<file path="src/hdl/dbh_pkg.sv">
// Constants, register map and state record for the double-buffered handshake port.
// Assumes a single 200 MHz core clock and a plain strobe-style register port.
// How it works
// - Unidirectional modes: each pin direction follows its own direction register bit.
// - Primary direction is double-buffered with handshake; the other is a plain path.
// - Bidirectional modes ignore direction registers except port A in mode 2.
// - Bit I/O: no double buffering; handshake pins are outputs or status inputs.
// - Input data is captured on the asserted strobe edge.
// - Input strobe flag is 1 while unread data sits in the input latches.
// - Edge-input second pin sets its flag; mask write, reset or disable clears.
// - General-output second pin is fixed negated or asserted; its flag reads 0.
// - Interlocked input: pin asserted while room exists, strobes ignored while negated.
// - Pulsed input: same condition, asserted four cycles at most, ended by a strobe.
// - Pair disabled: interlocked or pulsed second pin is held negated.
// - Output strobe flag shows room, or with its control bit all data sent.
// - Edge-input second pin during output sets its flag; same clearing.
// - Interlocked output: pin asserted two cycles after data enters the latch.
// - Strobes while the output pin is negated leave data; they still drive enables.
// - Pulsed output: interlocked condition, at most four cycles, cut by a strobe.
// - Sense bits 3..0 of general control set pin polarity; 0 means low.
// - Resettable flags clear only where software writes a 1.
// - Pair disabled: its double-buffer controller is held empty.
package dbh_pkg;

  localparam logic [4:0] ADDR_GCR    = 5'h00;
  localparam logic [4:0] ADDR_DDR_A  = 5'h02;
  localparam logic [4:0] ADDR_DDR_B  = 5'h03;
  localparam logic [4:0] ADDR_PCR_A  = 5'h06;
  localparam logic [4:0] ADDR_PCR_B  = 5'h07;
  localparam logic [4:0] ADDR_DATA_A = 5'h08;
  localparam logic [4:0] ADDR_DATA_B = 5'h09;
  localparam logic [4:0] ADDR_ALT_A  = 5'h0A;
  localparam logic [4:0] ADDR_ALT_B  = 5'h0B;
  localparam logic [4:0] ADDR_STAT   = 5'h0D;

  localparam int GCR_MODE_HI  = 7;
  localparam int GCR_MODE_LO  = 6;
  localparam int GCR_EN_B     = 5;
  localparam int GCR_EN_A     = 4;
  localparam int GCR_SENSE_HI = 3;
  localparam int PCR_SUB_HI   = 7;
  localparam int PCR_SUB_LO   = 6;
  localparam int PCR_HS_HI    = 5;
  localparam int PCR_HS_LO    = 3;
  localparam int PCR_STAT     = 0;
  localparam int HS_PIN0      = 16;

  localparam logic [1:0] MODE_U8  = 2'h0;
  localparam logic [1:0] MODE_U16 = 2'h1;
  localparam logic [1:0] MODE_B8  = 2'h2;
  localparam logic [1:0] MODE_B16 = 2'h3;

  // Second-pin roles; any code with the top bit clear is an edge input
  localparam logic [2:0] HS_NEG   = 3'h4;
  localparam logic [2:0] HS_ASRT  = 3'h5;
  localparam logic [2:0] HS_LOCK  = 3'h6;
  localparam logic [2:0] HS_PULSE = 3'h7;

  localparam logic [2:0] PULSE_CYC   = 3'h4;
  localparam logic [1:0] PRESENT_DLY = 2'h2;
  localparam logic [1:0] BUF_DEPTH   = 2'h2;

  typedef struct packed {
    logic [7:0]            gcr_r;
    logic [1:0][7:0]       ddr_r;
    logic [1:0][7:0]       pcr_r;
    logic [1:0][7:0]       oreg_r;
    logic [1:0][7:0]       pout_r;
    logic [1:0][7:0]       poe_r;
    logic [7:0]            stage_r;
    logic [7:0]            rdata_r;
    logic [19:0]           s1_r;
    logic [19:0]           s2_r;
    logic [3:0]            hprev_r;
    logic [3:0]            flag_r;
    logic [1:0][1:0][15:0] ib_r;
    logic [1:0][1:0][15:0] ob_r;
    logic [1:0][1:0]       icnt_r;
    logic [1:0][1:0]       ocnt_r;
    logic [1:0][1:0]       dly_r;
    logic [1:0][2:0]       pcnt_r;
    logic [1:0]            armed_r;
    logic [1:0]            h2o_r;
    logic [1:0]            h2oe_r;
  } dbh_state_t;

endpackage

</file>
<file path="src/hdl/dbh_port.sv">
// Double-buffered handshake port pair with status flags and register port.
// Assumes pins arrive asynchronously and the register master obeys one-cycle strobes.
`timescale 1ns/1ps
module dbh_port
  import dbh_pkg::*;
(
  input  wire logic       i_core_clk,
  input  wire logic       i_rstn,
  input  wire logic [4:0] i_addr,
  input  wire logic [7:0] i_wdata,
  input  wire logic       i_wr,
  input  wire logic       i_rd,
  output logic      [7:0] o_rdata,
  input  wire logic [7:0] i_port_a,
  input  wire logic [7:0] i_port_b,
  output logic      [7:0] o_port_a,
  output logic      [7:0] o_port_a_oe,
  output logic      [7:0] o_port_b,
  output logic      [7:0] o_port_b_oe,
  input  wire logic       i_strobe_a,
  input  wire logic       i_handshake_a,
  input  wire logic       i_strobe_b,
  input  wire logic       i_handshake_b,
  output logic            o_handshake_out_a,
  output logic            o_handshake_out_a_oe,
  output logic            o_handshake_out_b,
  output logic            o_handshake_out_b_oe
);

  dbh_state_t  st_r;
  dbh_state_t  st_nxt;
  logic [1:0]  mode;
  logic        wide;
  logic [3:0]  sense;
  logic [1:0]  en;
  logic [3:0]  asr;
  logic [3:0]  asr_prev;
  logic [3:0]  hedge;
  logic [1:0]  is_in;
  logic [1:0]  is_out;
  logic [1:0]  ibp;
  logic [1:0]  obp;
  logic [1:0]  sub;
  logic [2:0]  hs;
  logic        hshk;
  logic        hin;
  logic        taken;
  logic        hi_byte;
  logic        x;
  logic        ip;
  logic        op;
  logic [15:0] cap;
  logic [7:0]  rbyte;

  always_comb
  begin
    st_nxt   = st_r;
    mode     = st_r.gcr_r[GCR_MODE_HI:GCR_MODE_LO];
    wide     = (mode == MODE_U16) || (mode == MODE_B16);
    sense    = st_r.gcr_r[GCR_SENSE_HI:0];
    en       = st_r.gcr_r[GCR_EN_B:GCR_EN_A];
    // Asserted when the level matches the sense bit
    asr      = ~(st_r.s2_r[HS_PIN0+:4] ^ sense);
    asr_prev = ~(st_r.hprev_r ^ sense);
    hedge    = asr & ~asr_prev;
    sub      = 2'h0;
    hs       = 3'h0;
    hshk     = 1'b0;
    hin      = 1'b0;
    taken    = 1'b0;
    cap      = 16'h0000;
    rbyte    = 8'h00;
    x        = (i_addr == ADDR_DATA_B);
    hi_byte  = wide && !x;
    ip       = (mode == MODE_U8) ? x : 1'b1;
    op       = (mode == MODE_U8) ? x : (mode == MODE_U16);

    // Two-flop synchronisers; edges are taken from the second stage only
    st_nxt.s1_r    = {i_handshake_b, i_strobe_b, i_handshake_a, i_strobe_a,
                      i_port_b, i_port_a};
    st_nxt.s2_r    = st_r.s1_r;
    st_nxt.hprev_r = st_r.s2_r[HS_PIN0+:4];

    for (int p = 0; p < 2; p++)
    begin
      sub = st_r.pcr_r[p][PCR_SUB_HI:PCR_SUB_LO];
      unique case (mode)
        MODE_U8:
        begin
          is_in[p]  = (sub == 2'h0);
          is_out[p] = (sub == 2'h1);
        end
        MODE_U16:
        begin
          is_in[p]  = (p == 1) && !sub[0];
          is_out[p] = (p == 1) && sub[0];
        end
        default:
        begin
          // Bidirectional: first pair steers output, second pair input
          is_in[p]  = (p == 1);
          is_out[p] = (p == 0);
        end
      endcase
    end

    for (int q = 0; q < 2; q++)
    begin
      if (mode == MODE_U8)
      begin
        ibp[q] = is_in[q];
        obp[q] = is_out[q];
      end
      else if (mode == MODE_U16)
      begin
        ibp[q] = is_in[1];
        obp[q] = is_out[1];
      end
      else
      begin
        ibp[q] = (mode == MODE_B16) || (q == 1);
        obp[q] = (mode == MODE_B16) || (q == 1);
      end
    end

    // Register reads; a data read of the last byte frees one input slot
    if (i_rd)
    begin
      unique case (i_addr)
        ADDR_GCR:   rbyte = st_r.gcr_r;
        ADDR_DDR_A: rbyte = st_r.ddr_r[0];
        ADDR_DDR_B: rbyte = st_r.ddr_r[1];
        ADDR_PCR_A: rbyte = st_r.pcr_r[0];
        ADDR_PCR_B: rbyte = st_r.pcr_r[1];
        ADDR_ALT_A: rbyte = st_r.s2_r[7:0];
        ADDR_ALT_B: rbyte = st_r.s2_r[15:8];
        ADDR_STAT:  rbyte = {st_r.s2_r[HS_PIN0+:4], st_r.flag_r};
        ADDR_DATA_A, ADDR_DATA_B:
        begin
          if (ibp[x])
          begin
            rbyte = hi_byte ? st_r.ib_r[ip][0][15:8] : st_r.ib_r[ip][0][7:0];
            if (!hi_byte && st_r.icnt_r[ip] != 2'h0)
            begin
              st_nxt.ib_r[ip][0] = st_r.ib_r[ip][1];
              st_nxt.icnt_r[ip]  = st_r.icnt_r[ip] - 2'h1;
            end
          end
          else
          begin
            rbyte = (st_r.ddr_r[x] & st_r.oreg_r[x]) |
                    (~st_r.ddr_r[x] & st_r.s2_r[8*x+:8]);
          end
        end
        default:    rbyte = 8'h00;
      endcase
      st_nxt.rdata_r = rbyte;
    end

    if (i_wr)
    begin
      unique case (i_addr)
        ADDR_GCR:   st_nxt.gcr_r    = i_wdata;
        ADDR_DDR_A: st_nxt.ddr_r[0] = i_wdata;
        ADDR_DDR_B: st_nxt.ddr_r[1] = i_wdata;
        ADDR_PCR_A: st_nxt.pcr_r[0] = i_wdata;
        ADDR_PCR_B: st_nxt.pcr_r[1] = i_wdata;
        // Non-resettable flags are rebuilt below, so the mask only sticks where allowed
        ADDR_STAT:  st_nxt.flag_r   = st_r.flag_r & ~i_wdata[3:0];
        default:    ;
      endcase
    end

    for (int p = 0; p < 2; p++)
    begin
      hs    = st_r.pcr_r[p][PCR_HS_HI:PCR_HS_LO];
      hshk  = (hs == HS_LOCK) || (hs == HS_PULSE);
      hin   = !hs[2];
      taken = 1'b0;
      cap   = wide ? {st_r.s2_r[7:0], st_r.s2_r[15:8]} : {8'h00, st_r.s2_r[8*p+:8]};

      // Set is applied after the mask clear, so a same-cycle edge survives
      if (!hin)
        st_nxt.flag_r[2*p+1] = 1'b0;
      else if (hedge[2*p+1])
        st_nxt.flag_r[2*p+1] = 1'b1;

      if (!en[p])
      begin
        st_nxt.icnt_r[p]     = 2'h0;
        st_nxt.ocnt_r[p]     = 2'h0;
        st_nxt.armed_r[p]    = 1'b0;
        st_nxt.dly_r[p]      = 2'h0;
        st_nxt.pcnt_r[p]     = 3'h0;
        st_nxt.flag_r[2*p]   = 1'b0;
        st_nxt.flag_r[2*p+1] = 1'b0;
      end
      else if (is_in[p])
      begin
        // In interlocked or pulsed modes, strobes are ignored while the handshake is not armed
        if (hedge[2*p] && st_nxt.icnt_r[p] != BUF_DEPTH && (!hshk || st_r.armed_r[p]))
        begin
          st_nxt.ib_r[p][st_nxt.icnt_r[p][0]] = cap;
          st_nxt.icnt_r[p]  = st_nxt.icnt_r[p] + 2'h1;
          st_nxt.armed_r[p] = 1'b0;
          taken             = 1'b1;
        end
        if (hshk && !st_r.armed_r[p] && !taken && st_nxt.icnt_r[p] != BUF_DEPTH)
        begin
          st_nxt.armed_r[p] = 1'b1;
          st_nxt.pcnt_r[p]  = 3'h0;
        end
        st_nxt.flag_r[2*p] = (st_nxt.icnt_r[p] != 2'h0);
      end
      else if (is_out[p])
      begin
        if (hedge[2*p] && st_r.ocnt_r[p] != 2'h0 && (!hshk || st_r.armed_r[p]))
        begin
          st_nxt.ob_r[p][0] = st_r.ob_r[p][1];
          st_nxt.ocnt_r[p]  = st_r.ocnt_r[p] - 2'h1;
          st_nxt.armed_r[p] = 1'b0;
          st_nxt.dly_r[p]   = 2'h0;
          taken             = 1'b1;
        end
        else if (st_r.ocnt_r[p] == 2'h0)
        begin
          st_nxt.dly_r[p] = 2'h0;
        end
        else if (hshk && !st_r.armed_r[p])
        begin
          // Data has settled on the pins for two cycles before the pin asserts
          if (st_r.dly_r[p] == PRESENT_DLY - 2'h1)
          begin
            st_nxt.armed_r[p] = 1'b1;
            st_nxt.pcnt_r[p]  = 3'h0;
          end
          else
          begin
            st_nxt.dly_r[p] = st_r.dly_r[p] + 2'h1;
          end
        end
        if (st_r.pcr_r[p][PCR_STAT])
          st_nxt.flag_r[2*p] = (st_nxt.ocnt_r[p] == 2'h0);
        else
          st_nxt.flag_r[2*p] = (st_nxt.ocnt_r[p] != BUF_DEPTH);
      end
      else
      begin
        st_nxt.armed_r[p] = 1'b0;
        if (hedge[2*p])
          st_nxt.flag_r[2*p] = 1'b1;
      end

      if (st_nxt.armed_r[p] && st_r.armed_r[p] && st_r.pcnt_r[p] != PULSE_CYC)
        st_nxt.pcnt_r[p] = st_r.pcnt_r[p] + 3'h1;

      unique case (hs)
        HS_NEG:   st_nxt.h2o_r[p] = 1'b0;
        HS_ASRT:  st_nxt.h2o_r[p] = 1'b1;
        HS_LOCK:  st_nxt.h2o_r[p] = st_nxt.armed_r[p];
        // Pulse ends after four cycles or earlier when a strobe takes it
        HS_PULSE: st_nxt.h2o_r[p] = st_nxt.armed_r[p] &&
                                    st_nxt.pcnt_r[p] != PULSE_CYC;
        default:  st_nxt.h2o_r[p] = 1'b0;
      endcase
      st_nxt.h2o_r[p]  = sense[2*p+1] ? st_nxt.h2o_r[p] : !st_nxt.h2o_r[p];
      st_nxt.h2oe_r[p] = !hin;
    end

    // Writes after the strobe pop, so a full buffer freed this cycle accepts data
    if (i_wr && (i_addr == ADDR_DATA_A || i_addr == ADDR_DATA_B))
    begin
      if (!obp[x])
        st_nxt.oreg_r[x] = i_wdata;
      else if (hi_byte)
        st_nxt.stage_r = i_wdata;
      else if (en[op] && st_nxt.ocnt_r[op] != BUF_DEPTH)
      begin
        st_nxt.ob_r[op][st_nxt.ocnt_r[op][0]] = {wide ? st_r.stage_r : 8'h00, i_wdata};
        st_nxt.ocnt_r[op] = st_nxt.ocnt_r[op] + 2'h1;
      end
    end

    for (int q = 0; q < 2; q++)
    begin
      if (obp[q])
        st_nxt.pout_r[q] = (wide && q == 0) ? st_nxt.ob_r[op][0][15:8]
                                            : st_nxt.ob_r[(mode == MODE_U8) ? q : op][0][7:0];
      else
        st_nxt.pout_r[q] = st_nxt.oreg_r[q];
      // Bidirectional drivers follow the output strobe level
      if (mode == MODE_B16 || (mode == MODE_B8 && q == 1))
        st_nxt.poe_r[q] = {8{asr[0]}};
      else
        st_nxt.poe_r[q] = st_r.ddr_r[q];
    end
  end

  always_ff @(posedge i_core_clk or negedge i_rstn)
  begin
    if (!i_rstn)
      st_r <= '0;
    else
      st_r <= st_nxt;
  end

  assign o_rdata              = st_r.rdata_r;
  assign o_port_a             = st_r.pout_r[0];
  assign o_port_a_oe          = st_r.poe_r[0];
  assign o_port_b             = st_r.pout_r[1];
  assign o_port_b_oe          = st_r.poe_r[1];
  assign o_handshake_out_a    = st_r.h2o_r[0];
  assign o_handshake_out_a_oe = st_r.h2oe_r[0];
  assign o_handshake_out_b    = st_r.h2o_r[1];
  assign o_handshake_out_b_oe = st_r.h2oe_r[1];

endmodule

</file>
<file path="config.mk">
export PLATFORM = sky130hd
export DESIGN_NAME = dbh_port
export DESIGN_NICKNAME = d
export VERILOG_FILES = /design/src/hdl/dbh_pkg.sv /design/src/hdl/dbh_port.sv
export SDC_FILE = /design/constraint.sdc
export NUM_CORES = 1
export LEC_CHECK = 0
export ABC_AREA = 0
export BUFFER_PORTS_ARGS = -buffer_cell sky130_fd_sc_hd__buf_2
export CORE_ASPECT_RATIO = 1.25
export CORE_UTILIZATION = 45
export CTS_BUF_LIST = sky130_fd_sc_hd__clkbuf_8
export DETAILED_ROUTE_END_ITERATION = 8
export PLACE_DENSITY_LB_ADDON = 0.1
export SLEW_MARGIN = 25
export SYNTH_ARGS = -nofsm -noshare
export SYNTH_HDL_FRONTEND = slang
export SYNTH_SLANG_ARGS = --single-unit
</file>
<file path="constraint.sdc">
create_clock -name i_core_clk -period 6.2 [get_ports i_core_clk]
set_input_delay 0.31 -clock i_core_clk [delete_from_list [all_inputs] [get_ports i_core_clk]]
set_output_delay 0.31 -clock i_core_clk [all_outputs]
set_load 0.05 [all_outputs]
</file>
* After elaboration in Yosys (flattened, before gate mapping) *
Cells that the tools add are included.
Widths: inputs -> output; s select.

cells by class
  equality and inequality tests = 49
  $add $sub $neg = 10
  shifts and indexed selects = 1
  $lt $le $gt $ge = 14
  bitwise logic cells = 12
  multiplexer cells = 206
  reduce and logical (&&, ||, !) cells = 74

operators with widths
  kind                number
  $mux 64             8
  $mux 16             18
  $mux 32             9
  $mux 8              17
  $bwmux 64           2
  $mux 2              44
  $pmux 8 s9          1
  $bwmux 32           2
  $demux 32 s1        2
  $mux 1              61
  $mux 3              18
  $demux 16 s1        3
  $mux 4              10
  $logic_and 1x1->1   30
  $eq 5x4->1 const B  5
  $shiftx 20x5->8     1
  $eq 3x3->1 const B  6
  $ne 2x2->1 const B  9
  $reduce_and 2->1    9
  $and 8x8->8         2
  $bwmux 16           1
  $lt 1x2->1 const B  8
  $not 4->4           4
  $logic_not 2->1     7
  other kinds (32)    89

storage, ports and cells
  word-level logic and storage cells = 405
  bits in registers = 304

* Depth between registers and ports, before layout *
Gate-level depths: netlist of the first run.

  depth in word-level cells = 31
  mapped depth = 19

* Least setup slack after synthesis of the first run *
No wires, ideal clock.

  path kind = in2reg
  start point = input i_addr[2]
  end point = register st_r, in the netlist o_handshake_out_a
  buffers on the path = 2
  stages on the path = 18
  data required time = 6076 ps
  setup time = 124 ps
  slack = 1828 ps
  data arrival time = 4248 ps
  cells stage by stage = nand3b_1 > nor3_4 > clkbuf_1 > nor3_1 > mux2i_1 > ha_1 > nor2b_1 > nand4b_1 > buf_2 > xnor2_1 > inv_1 > ha_1 > or2_2 > o2111ai_1 > o211a_1 > a41oi_1 > o311a_1 > xnor2_1

RTL lines
  what                  RTL line         source
  start, declared       dbh_port.sv:9    input wire logic [4:0] i_addr,
  end signal, assigned  dbh_port.sv:304  st_r <= st_nxt;
  end, declared         dbh_port.sv:30   dbh_state_t st_r;

==> flow_summary.yaml, run 1 <==
status:
  status: "completed"
detailed_routing:
  met3_wirelength_um: 1860
  drtIter0Drc: 799
  met1_length_um: 17500
  vias_per_cell: 5.68
  vias: 10163
  drc: 0
  wl_per_cell_um: 22.3
  top_layer: "met4"
  ant_nets: 0
  routed_wl_um: 40000
  dr_wl_met2_um: 19300
  drt-pass1-iter-count: 9
setup_path:
  worstPathMaxFanout: 22
  cp_slowest_stage_delay_ns: 0.72
  start_kind: "register"
  cp_slowest_cell: "dfrtp_1"
  critPathArrivalTime_ns: 5.19
  critical_path_class: "register to register"
  end_kind: "register"
  path_cells: "nor3_1 > mux2i_1 > ha_1 > nor2b_1 > nand4b_1 > buf_4 > xnor2_1 > inv_1 > ha_1 > or2_2 > o2111ai_1 > o211a_1 > a41oi_1 > o311a_1 > xnor2_1"
  required_ns: 6.67
timing:
  worst_slack_ns: 1.49
  period_minus_slack_ns: 4.71
  finalSetupTns_ns: 0
  fin_skew_ns: 0.0174
  drv_slew: 0
  tightest_slew_ns: 1.06
  fmax_mhz: 212
  rsz0062_at_grt: "no"
  finalSetupViolations: 0
  hold_slack_ns: 0.0985
  finalCritPeriodShare: 0.760
  slew_headroom: 0.290
  hold_viol: 0
yosys:
  synth_top_flop_cell: "dfrtp_1"
  synthesis.area_mm2: 0.0139
  ys_types: 77
  yosysWarnings: 0
  ys_async_sr_fraction: 1.00
  synth.area.top_cells: "dfrtp_1, mux2_2, mux2i_1"
  seq_area_frac_synth: 0.519
  ys_seq_elements: 288
  yosys.area.top_type_share: 0.519
  synth-edff-count: 0
  netlist_instances: 1299
  syn_area_per_cell_um2: 10.7
  syn_nets: 1348
  yosysTopAreaCell: "dfrtp_1"
placed_design:
  gp_congestion: 0.873
  place_ws_ns: 1.40
  portBuffers: 80
  dp_hpwl_um: 26800
global_routing:
  grt_pass1_wl_um: 61500
  grt_overflow: 0
  grt_antenna_before_repair: 0
  grt_max_degree: 146
  grt_pass1_vias: 10245
  track_usage: 0.259
power:
  power.density_mw_per_mm2: 351
  ir_drop_uv: 195
  power_leakage_nw: 7.39
die:
  dieArea_mm2: 0.0316
  row_count: 71
  die_y_um: 198
  initial_utilization: 0.460
  io_pins: 81
  coreArea_mm2: 0.0302
  die_width_um: 159
clocking:
  clkLatencyLatePin_ns: 0.60
  ctsResizeCount: 0
  clk_pin_slew_ns: 0.06
  ctsLongestPathBuffers: 3
  cts_buffers: 48
  cts_tree: "yes"
  cts_sinks: 288
  cts_root_buffer: "clkbuf_8"
  htree_num_levels: 2
finish:
  layout-drive-gt1-share: 0.212
  layout_commonest_cell: "dfrtp_1"
  nFillCells: 2800
  diodes: 0
  mostFrequentLayoutCells: "dfrtp_1, nand2_1, o21ai_0, mux2_2, nor2_1"
  area_growth_pct: 11.8
  fin_nets: 1406
flow_run:
  cap_violations: 0
min_path:
  hp-class: "primary input to register"
==> what timing repair did <==
| action | 4_1_cts | 5_1_grt |
|---|---|---|
| endpoints found under the hold margin | 82 | 0 |
| setup buffers | 0 | 0 |
| hold buffers | 21 | 0 |
==> final cells by class <==
type,instances,area (µm²),share of cell area
multi-input cells,840,5860,0.377
clock buffers,60,826,0.0532
flip-flops and latches,288,7210,0.464
inverters,56,210,0.0135
clock inverters,22,128,0.00822
well taps,401,502,0.0323
repair buffers,123,802,0.0516
==> flip-flops by register name, summed over array words and instances, names as in the netlist, 2 cells and up <==
signal,cells
hs,3
o_rdata,8
sense,4
o_port_a_oe,8
mode,2
o_port_b,8
st_r,208
o_port_a,8
o_port_b_oe,8
st_nxt,25
en,2
==> critical path: cells and delay by family, from the launching register on <==
| kind | cells | cell delay (ns) |
|---|---|---|
| xor gates and xnor gates | 2 | 0.46 |
| and+or+nand+nor | 4 | 1.27 |
| adders and majority gates | 2 | 0.43 |
| DFF | 1 | 0.72 |
| muxes | 1 | 0.15 |
| buffers and inverters | 2 | 0.35 |
| AOI/OAI and AO/OA | 4 | 1.21 |
==> per-stage QoR <==
| stage | total power [mW] | util | instance area (µm²) | instances |
|---|---|---|---|---|
| 5_1_grt | 5.69 | 0.514 | 15500 | 1790 |
| 4_1_cts | 5.50 | 0.514 | 15500 | 1790 |
| 3_3_place_gp | 3.77 | 0.475 | 14400 | 1687 |
| 2_1_floorplan | 3.40 | - | 13900 | 1299 |
| 6_report | 5.45 | 0.514 | 15500 | 1790 |
| 3_5_place_dp | 3.77 | 0.475 | 14400 | 1687 |
==> path summary, 6_finish.rpt <==
path | to | start | cells after the start | slack (ns)
worst max register to register | o_handshake_out_a | mode[1] | 15 | 1.49
worst max-delay path | o_handshake_out_a | mode[1] | 15 | 1.49
min in group asynchronous | st_r[140] | i_rstn | 2 | 0.25
max in group asynchronous | st_r[51] | i_rstn | 3 | 4.71
worst min-delay path | o_rdata[4] | i_rd | 2 | 0.1
worst min register to register | st_r[167] | st_nxt[167] | 0 | 0.34
==> power breakdown <==
group | internal (mW) | switching, mW | leakage [nW]
sequential | 2.16 | 0.261 | 3.60
clock | 0.910 | 0.772 | 0.549
combinational | 0.457 | 0.886 | 3.24
==> Yosys cell counts (all sizes together), types with 4 or more instances <==
cell type,number
mux2,103
o311a,9
mux2i,73
nand2,132
and3,7
and3b,4
nor2,84
nor3,8
o31ai,12
ha,12
o21ai,103
inv,55
nand3b,5
a221oi,6
o211ai,7
a211oi,13
nand2b,8
clkbuf,51
or3,5
a2bb2oi,8
a221o,11
o22a,9
dfrtp,288
nand3,23
buf,64
o22ai,17
a21oi,75
xnor2,8
a31oi,4
a21o,11
nor2b,13
a222oi,4
nor3b,6
o221ai,9
==> cell families after synthesis <==
group / Yosys count / share of synthesized area
DFF: 288 / 0.519
adders and majority gates: 12 / 0.0108
AOI/OAI and AO/OA: 326 / 0.156
muxes: 176 / 0.136
and+or+nand+nor: 317 / 0.113
xor gates and xnor gates: 9 / 0.00568
buffers and inverters: 171 / 0.0599
==> metal layers <==
layer	up-vias	track usage
met1	5104	0.347
met4	0	0.0979
met2	270	0.428
li1	4720	-
met3	69	0.0354
met5	-	0
No activity file was read; power rests on OpenSTA's default activity.
==> run 2: changes to the inputs <==
clock period = 4.02 ns   (was 6.2 ns; I/O delays follow)
==> flow_summary.yaml, run 2 (same netlist as run 1, synthesis figures left out) <==
setup_path:
  required_ns: 4.49
  start_kind: "register"
  critical_path_class: "register to register"
  end_kind: "register"
  critPathLaunch: "mode[1]"
  critPathArrivalTime_ns: 4.25
  reg2reg_from: "mode[1]"
  worstPathMaxFanout: 8
finish:
  multi_input_area_mm2: 0.00592
  diodes: 0
  largest_reg_flops: 208
  nFillCells: 2752
  seqCellArea_mm2: 0.00721
  area_growth_pct: 14.7
  fin_nets: 1440
  fin_util: 0.528
  layout_commonest_cell: "dfrtp_1"
  design_area_mm2: 0.0159
  regMostFlops: "st_r"
  mostFrequentLayoutCells: "dfrtp_1, nand2_1, mux2_2, o21ai_0, nor2_1"
  layout-drive-gt1-share: 0.238
power:
  p_comb_frac: 0.254
  switching_share: 0.346
  p_total_mw: 8.55
  power.density_mw_per_mm2: 537
  ir_drop_uv: 384
  pwr-share-clk: 0.316
  seqPwrFrac: 0.430
  power_leakage_nw: 7.59
  power_switching_mw: 2.96
  power.internal_mw: 5.59
status:
  status: "completed"
flow_run:
  cap_violations: 0
global_routing:
  track_usage: 0.260
  grt_antenna_before_repair: 0
  grt_pass1_wl_um: 62200
  grt_max_degree: 112
  grt_pass1_vias: 10370
  grt_overflow: 0
timing:
  finalCritPeriodShare: 0.941
  rsz0062_at_grt: "yes"
  finalSetupTns_ns: 0
  fin_skew_ns: 0.0220
  fmax_mhz: 264
  slew_headroom: 0.266
  tightest_slew_ns: 1.10
  drv_slew: 0
  finalSetupViolations: 0
  worst_slack_ns: 0.238
  hold_viol: 0
  period_minus_slack_ns: 3.78
placed_design:
  gp_congestion: 0.886
  placed_area_mm2: 0.0147
  dp_hpwl_um: 27500
  place_ws_ns: -0.00756
  portBuffers: 80
detailed_routing:
  vias_per_cell: 5.60
  vias: 10243
  ant_nets: 0
  drtIter0Drc: 778
  drt-pass1-iter-count: 6
  drc: 0
  wl_per_cell_um: 22.0
  routed_wl_um: 40200
clocking:
  cts_tree: "yes"
  ctsLongestPathBuffers: 3
  cts_root_buffer: "clkbuf_8"
  cts_sinks: 288
  clk_pin_slew_ns: 0.06
  htree_num_levels: 2
  cts_buffers: 47
  clkLatencyLatePin_ns: 0.59
die:
  coreArea_mm2: 0.0302
  io_pins: 81
  initial_utilization: 0.460
  dieArea_mm2: 0.0316
  row_count: 71
  die_y_um: 198
  die_width_um: 159
min_path:
  hp-class: "primary input to register"
  hp-start: "i_wdata[1]"
[run 2: cell type report]
| type | count | share of cell area |
|---|---|---|
| inverters | 56 | 0.0132 |
| clock inverters | 27 | 0.0129 |
| flip-flops and latches | 288 | 0.452 |
| repair buffers | 158 | 0.0683 |
| well taps | 401 | 0.0315 |
| clock buffers | 58 | 0.0501 |
| multi-input cells | 840 | 0.372 |
[run 2: path summary, 6_finish.rpt]
| check | to | slack, ns | cells past startpoint |
|---|---|---|---|
| hold reg to reg | st_r[169] | 0.35 | 0 |
| max in group asynchronous | st_r[209] | 2.74 | 3 |
| min in group asynchronous | st_r[129] | 0.30 | 2 |
| hold / removal | st_r[289] | 0.05 | 3 |
| setup reg to reg | o_handshake_out_a | 0.24 | 14 |
| setup / recovery | o_handshake_out_a | 0.24 | 14 |
[run 2: per-stage QoR]
| stage | hold WS, ns | cells |
|---|---|---|
| 5_1_grt | 0.0352 | 1828 |
| 2_1_floorplan | -0.0946 | 1299 |
| 3_3_place_gp | 0.309 | 1720 |
| 4_1_cts | 0.000695 | 1827 |
| 3_5_place_dp | 0.311 | 1720 |
| 6_report | 0.0492 | 1828 |
[run 2: what timing repair did]
action | in CTS | in global routing
gates resized for setup | 1 | 12
endpoints found under the setup margin | 1 | 29
hold endpoints to repair | 136 | 0
hold buffers | 22 | 0
pin swaps | 0 | 1
setup buffers | 0 | 1
[run 2: power by group through the flow]
stage               clock, mW  combinational, mW  sequential, mW
floorplan                   0               1.65            3.61
global placement            0               2.12            3.73
detailed placement          0               2.14            3.72
CTS                      2.77               2.17            3.68
global route             2.89               2.33            3.72
finish                   2.70               2.17            3.68
[run 2: worst max-delay path, stage by stage, from the launching register on]
cell	delay (ns)
dfrtp_1	0.46
nor3_2	0.32
mux2i_1	0.13
ha_1	0.21
nor2b_1	0.24
nand4b_1	0.29
xnor2_2	0.30
inv_1	0.12
ha_1	0.20
or2_2	0.35
o2111ai_2	0.20
o211a_1	0.23
a41oi_1	0.13
o311a_1	0.37
xnor2_1	0.13
[run 2: metal layers]
metal	track usage	wire, µm	up-vias
li1	-	-	4778
met2	0.456	20200	278
met1	0.333	17100	5122
met5	0	0	-
met4	0.0837	1030	0
met3	0.0369	1870	65
==> run 3: changes to the inputs <==
MAX_ROUTING_LAYER = met4   (was default)
==> flow_summary.yaml, run 3 (same netlist as run 1, synthesis figures left out) <==
setup_path:
  start_kind: "register"
  end_kind: "register"
  path_buf_inv: 1
  critical_path_class: "register to register"
  required_ns: 4.49
  cp_slowest_cell: "a2111oi_4"
  critPathArrivalTime_ns: 4.27
  path_cells: "and3b_1 > o21ai_1 > nor3_1 > buf_4 > xnor2_1 > and3_1 > a21oi_1 > ha_1 > nand3b_2 > a2111oi_4 > nand3_2 > a21o_4 > mux2i_2 > o2bb2ai_1 > a21o_1"
  worstPathMaxFanout: 9
  cp_slowest_stage_delay_ns: 0.44
  cpLargestDelayFamily: "compound AO/OA/AOI/OAI gates"
timing:
  finalSetupTns_ns: 0
  worst_slack_ns: 0.217
  slew_headroom: 0.260
  period_minus_slack_ns: 3.80
  hold_viol: 0
  finalCritPeriodShare: 0.946
  finalSetupViolations: 0
  tightest_slew_ns: 1.11
  rsz0062_at_grt: "yes"
  fin_skew_ns: 0.0191
  drv_slew: 0
  fmax_mhz: 263
clocking:
  clk_pin_slew_ns: 0.06
  cts_buffers: 47
  cts_tree: "yes"
  clkLatencyLatePin_ns: 0.59
  cts_sinks: 288
  cts_root_buffer: "clkbuf_8"
  htree_num_levels: 2
  ctsLongestPathBuffers: 3
die:
  initial_utilization: 0.460
  io_pins: 81
  die_width_um: 159
  row_count: 71
  dieArea_mm2: 0.0316
  die_y_um: 198
  coreArea_mm2: 0.0302
power:
  ir_drop_uv: 384
  pwr-share-clk: 0.316
  power.density_mw_per_mm2: 536
  p_comb_frac: 0.254
  power_leakage_nw: 7.60
  power_switching_mw: 2.95
  p_total_mw: 8.55
  switching_share: 0.346
  power.internal_mw: 5.59
  seqPwrFrac: 0.430
finish:
  fin_cells: 1829
  mostFrequentLayoutCells: "dfrtp_1, nand2_1, mux2_2, o21ai_0, nor2_1"
  layout_commonest_cell: "dfrtp_1"
  diodes: 0
  regMostFlops: "st_r"
  fin_nets: 1441
  layout-drive-gt1-share: 0.239
  fin_util: 0.528
  area_growth_pct: 14.8
  largest_reg_flops: 208
detailed_routing:
  dr_wl_met2_um: 20300
  ant_nets: 0
  wl_per_cell_um: 22.0
  drt-pass1-iter-count: 5
  top_layer: "met4"
  drtIter0Drc: 733
  met1_length_um: 16900
  vias_per_cell: 5.63
  met3_wirelength_um: 2000
  drc: 0
  routed_wl_um: 40200
  vias: 10300
global_routing:
  track_usage: 0.268
  grt_pass1_vias: 10379
  grt_antenna_before_repair: 0
  grt_max_degree: 112
  grt_overflow: 0
  grt_pass1_wl_um: 62100
placed_design:
  gp_congestion: 0.904
  place_inst: 1720
  place_ws_ns: -0.00756
  dp_hpwl_um: 27500
  portBuffers: 80
status:
  status: "completed"
min_path:
  hp-class: "primary input to register"
flow_run:
  cap_violations: 0
## run 3: cell count changes in the layout (fill, tap and decap cells not counted)
| cell | before | now |
|---|---|---|
| buf_6 | 0 | 1 |
## run 3: worst paths after layout
| check | to | from | slack (ns) | cells past startpoint |
|---|---|---|---|---|
| min in group asynchronous | st_r[129] | i_rstn | 0.29 | 2 |
| max | o_port_b[2] | st_nxt[156] | 0.22 | 15 |
| min reg2reg | st_r[171] | st_nxt[171] | 0.35 | 0 |
| max in group asynchronous | st_r[34] | i_rstn | 2.73 | 3 |
| max reg2reg | o_port_b[2] | st_nxt[156] | 0.22 | 15 |
| min | st_r[289] | i_wdata[1] | 0.05 | 3 |
## run 3: cell type report
class / instances / area [µm²]
clock buffers: 58 / 798
fillers: 2751 / 14300
inverters: 56 / 210
repair buffers: 159 / 1100
well taps: 401 / 502
flip-flops and latches: 288 / 7210
multi-input cells: 840 / 5920
clock inverters: 27 / 205
## run 3: through the flow
stage	hold slack [ns]	instance area, µm²
floorplan	-0.0946	13900
global placement	0.309	14700
detailed placement	0.311	14700
CTS	0.000695	15900
global route	0.0352	15900
finish	0.0461	15900
## run 3: worst register-to-register path, cell delays in order (launching register included)
cell and delay, ns:
dfrtp_1 0.43, and3b_1 0.23, o21ai_1 0.25, nor3_1 0.09, buf_4 0.16, xnor2_1 0.27, and3_1 0.20, a21oi_1 0.04
ha_1 0.23, nand3b_2 0.24, a2111oi_4 0.44, nand3_2 0.20, a21o_4 0.31, mux2i_2 0.32, o2bb2ai_1 0.13, a21o_1 0.17
## run 3: routing by layer
layer | global-route usage | vias up
met3 | 0.0365 | 59
li1 | - | 4786
met4 | 0.0887 | 0
met5 | - | -
met1 | 0.331 | 5161
met2 | 0.455 | 294
## run 3: power by group through the flow
stage,logic (mW),registers [mW],clock network (mW)
floorplan,1.65,3.61,0
global placement,2.12,3.73,0
detailed placement,2.14,3.72,0
CTS,2.17,3.68,2.77
global route,2.33,3.72,2.89
finish,2.17,3.68,2.70
## run 3: what timing repair did
action	in CTS	in global routing
hold buffers	22	0
buffers inserted	0	1
endpoints found under the hold margin	136	0
pin swaps	0	1
gates resized for setup	1	12
setup endpoints to repair	1	29
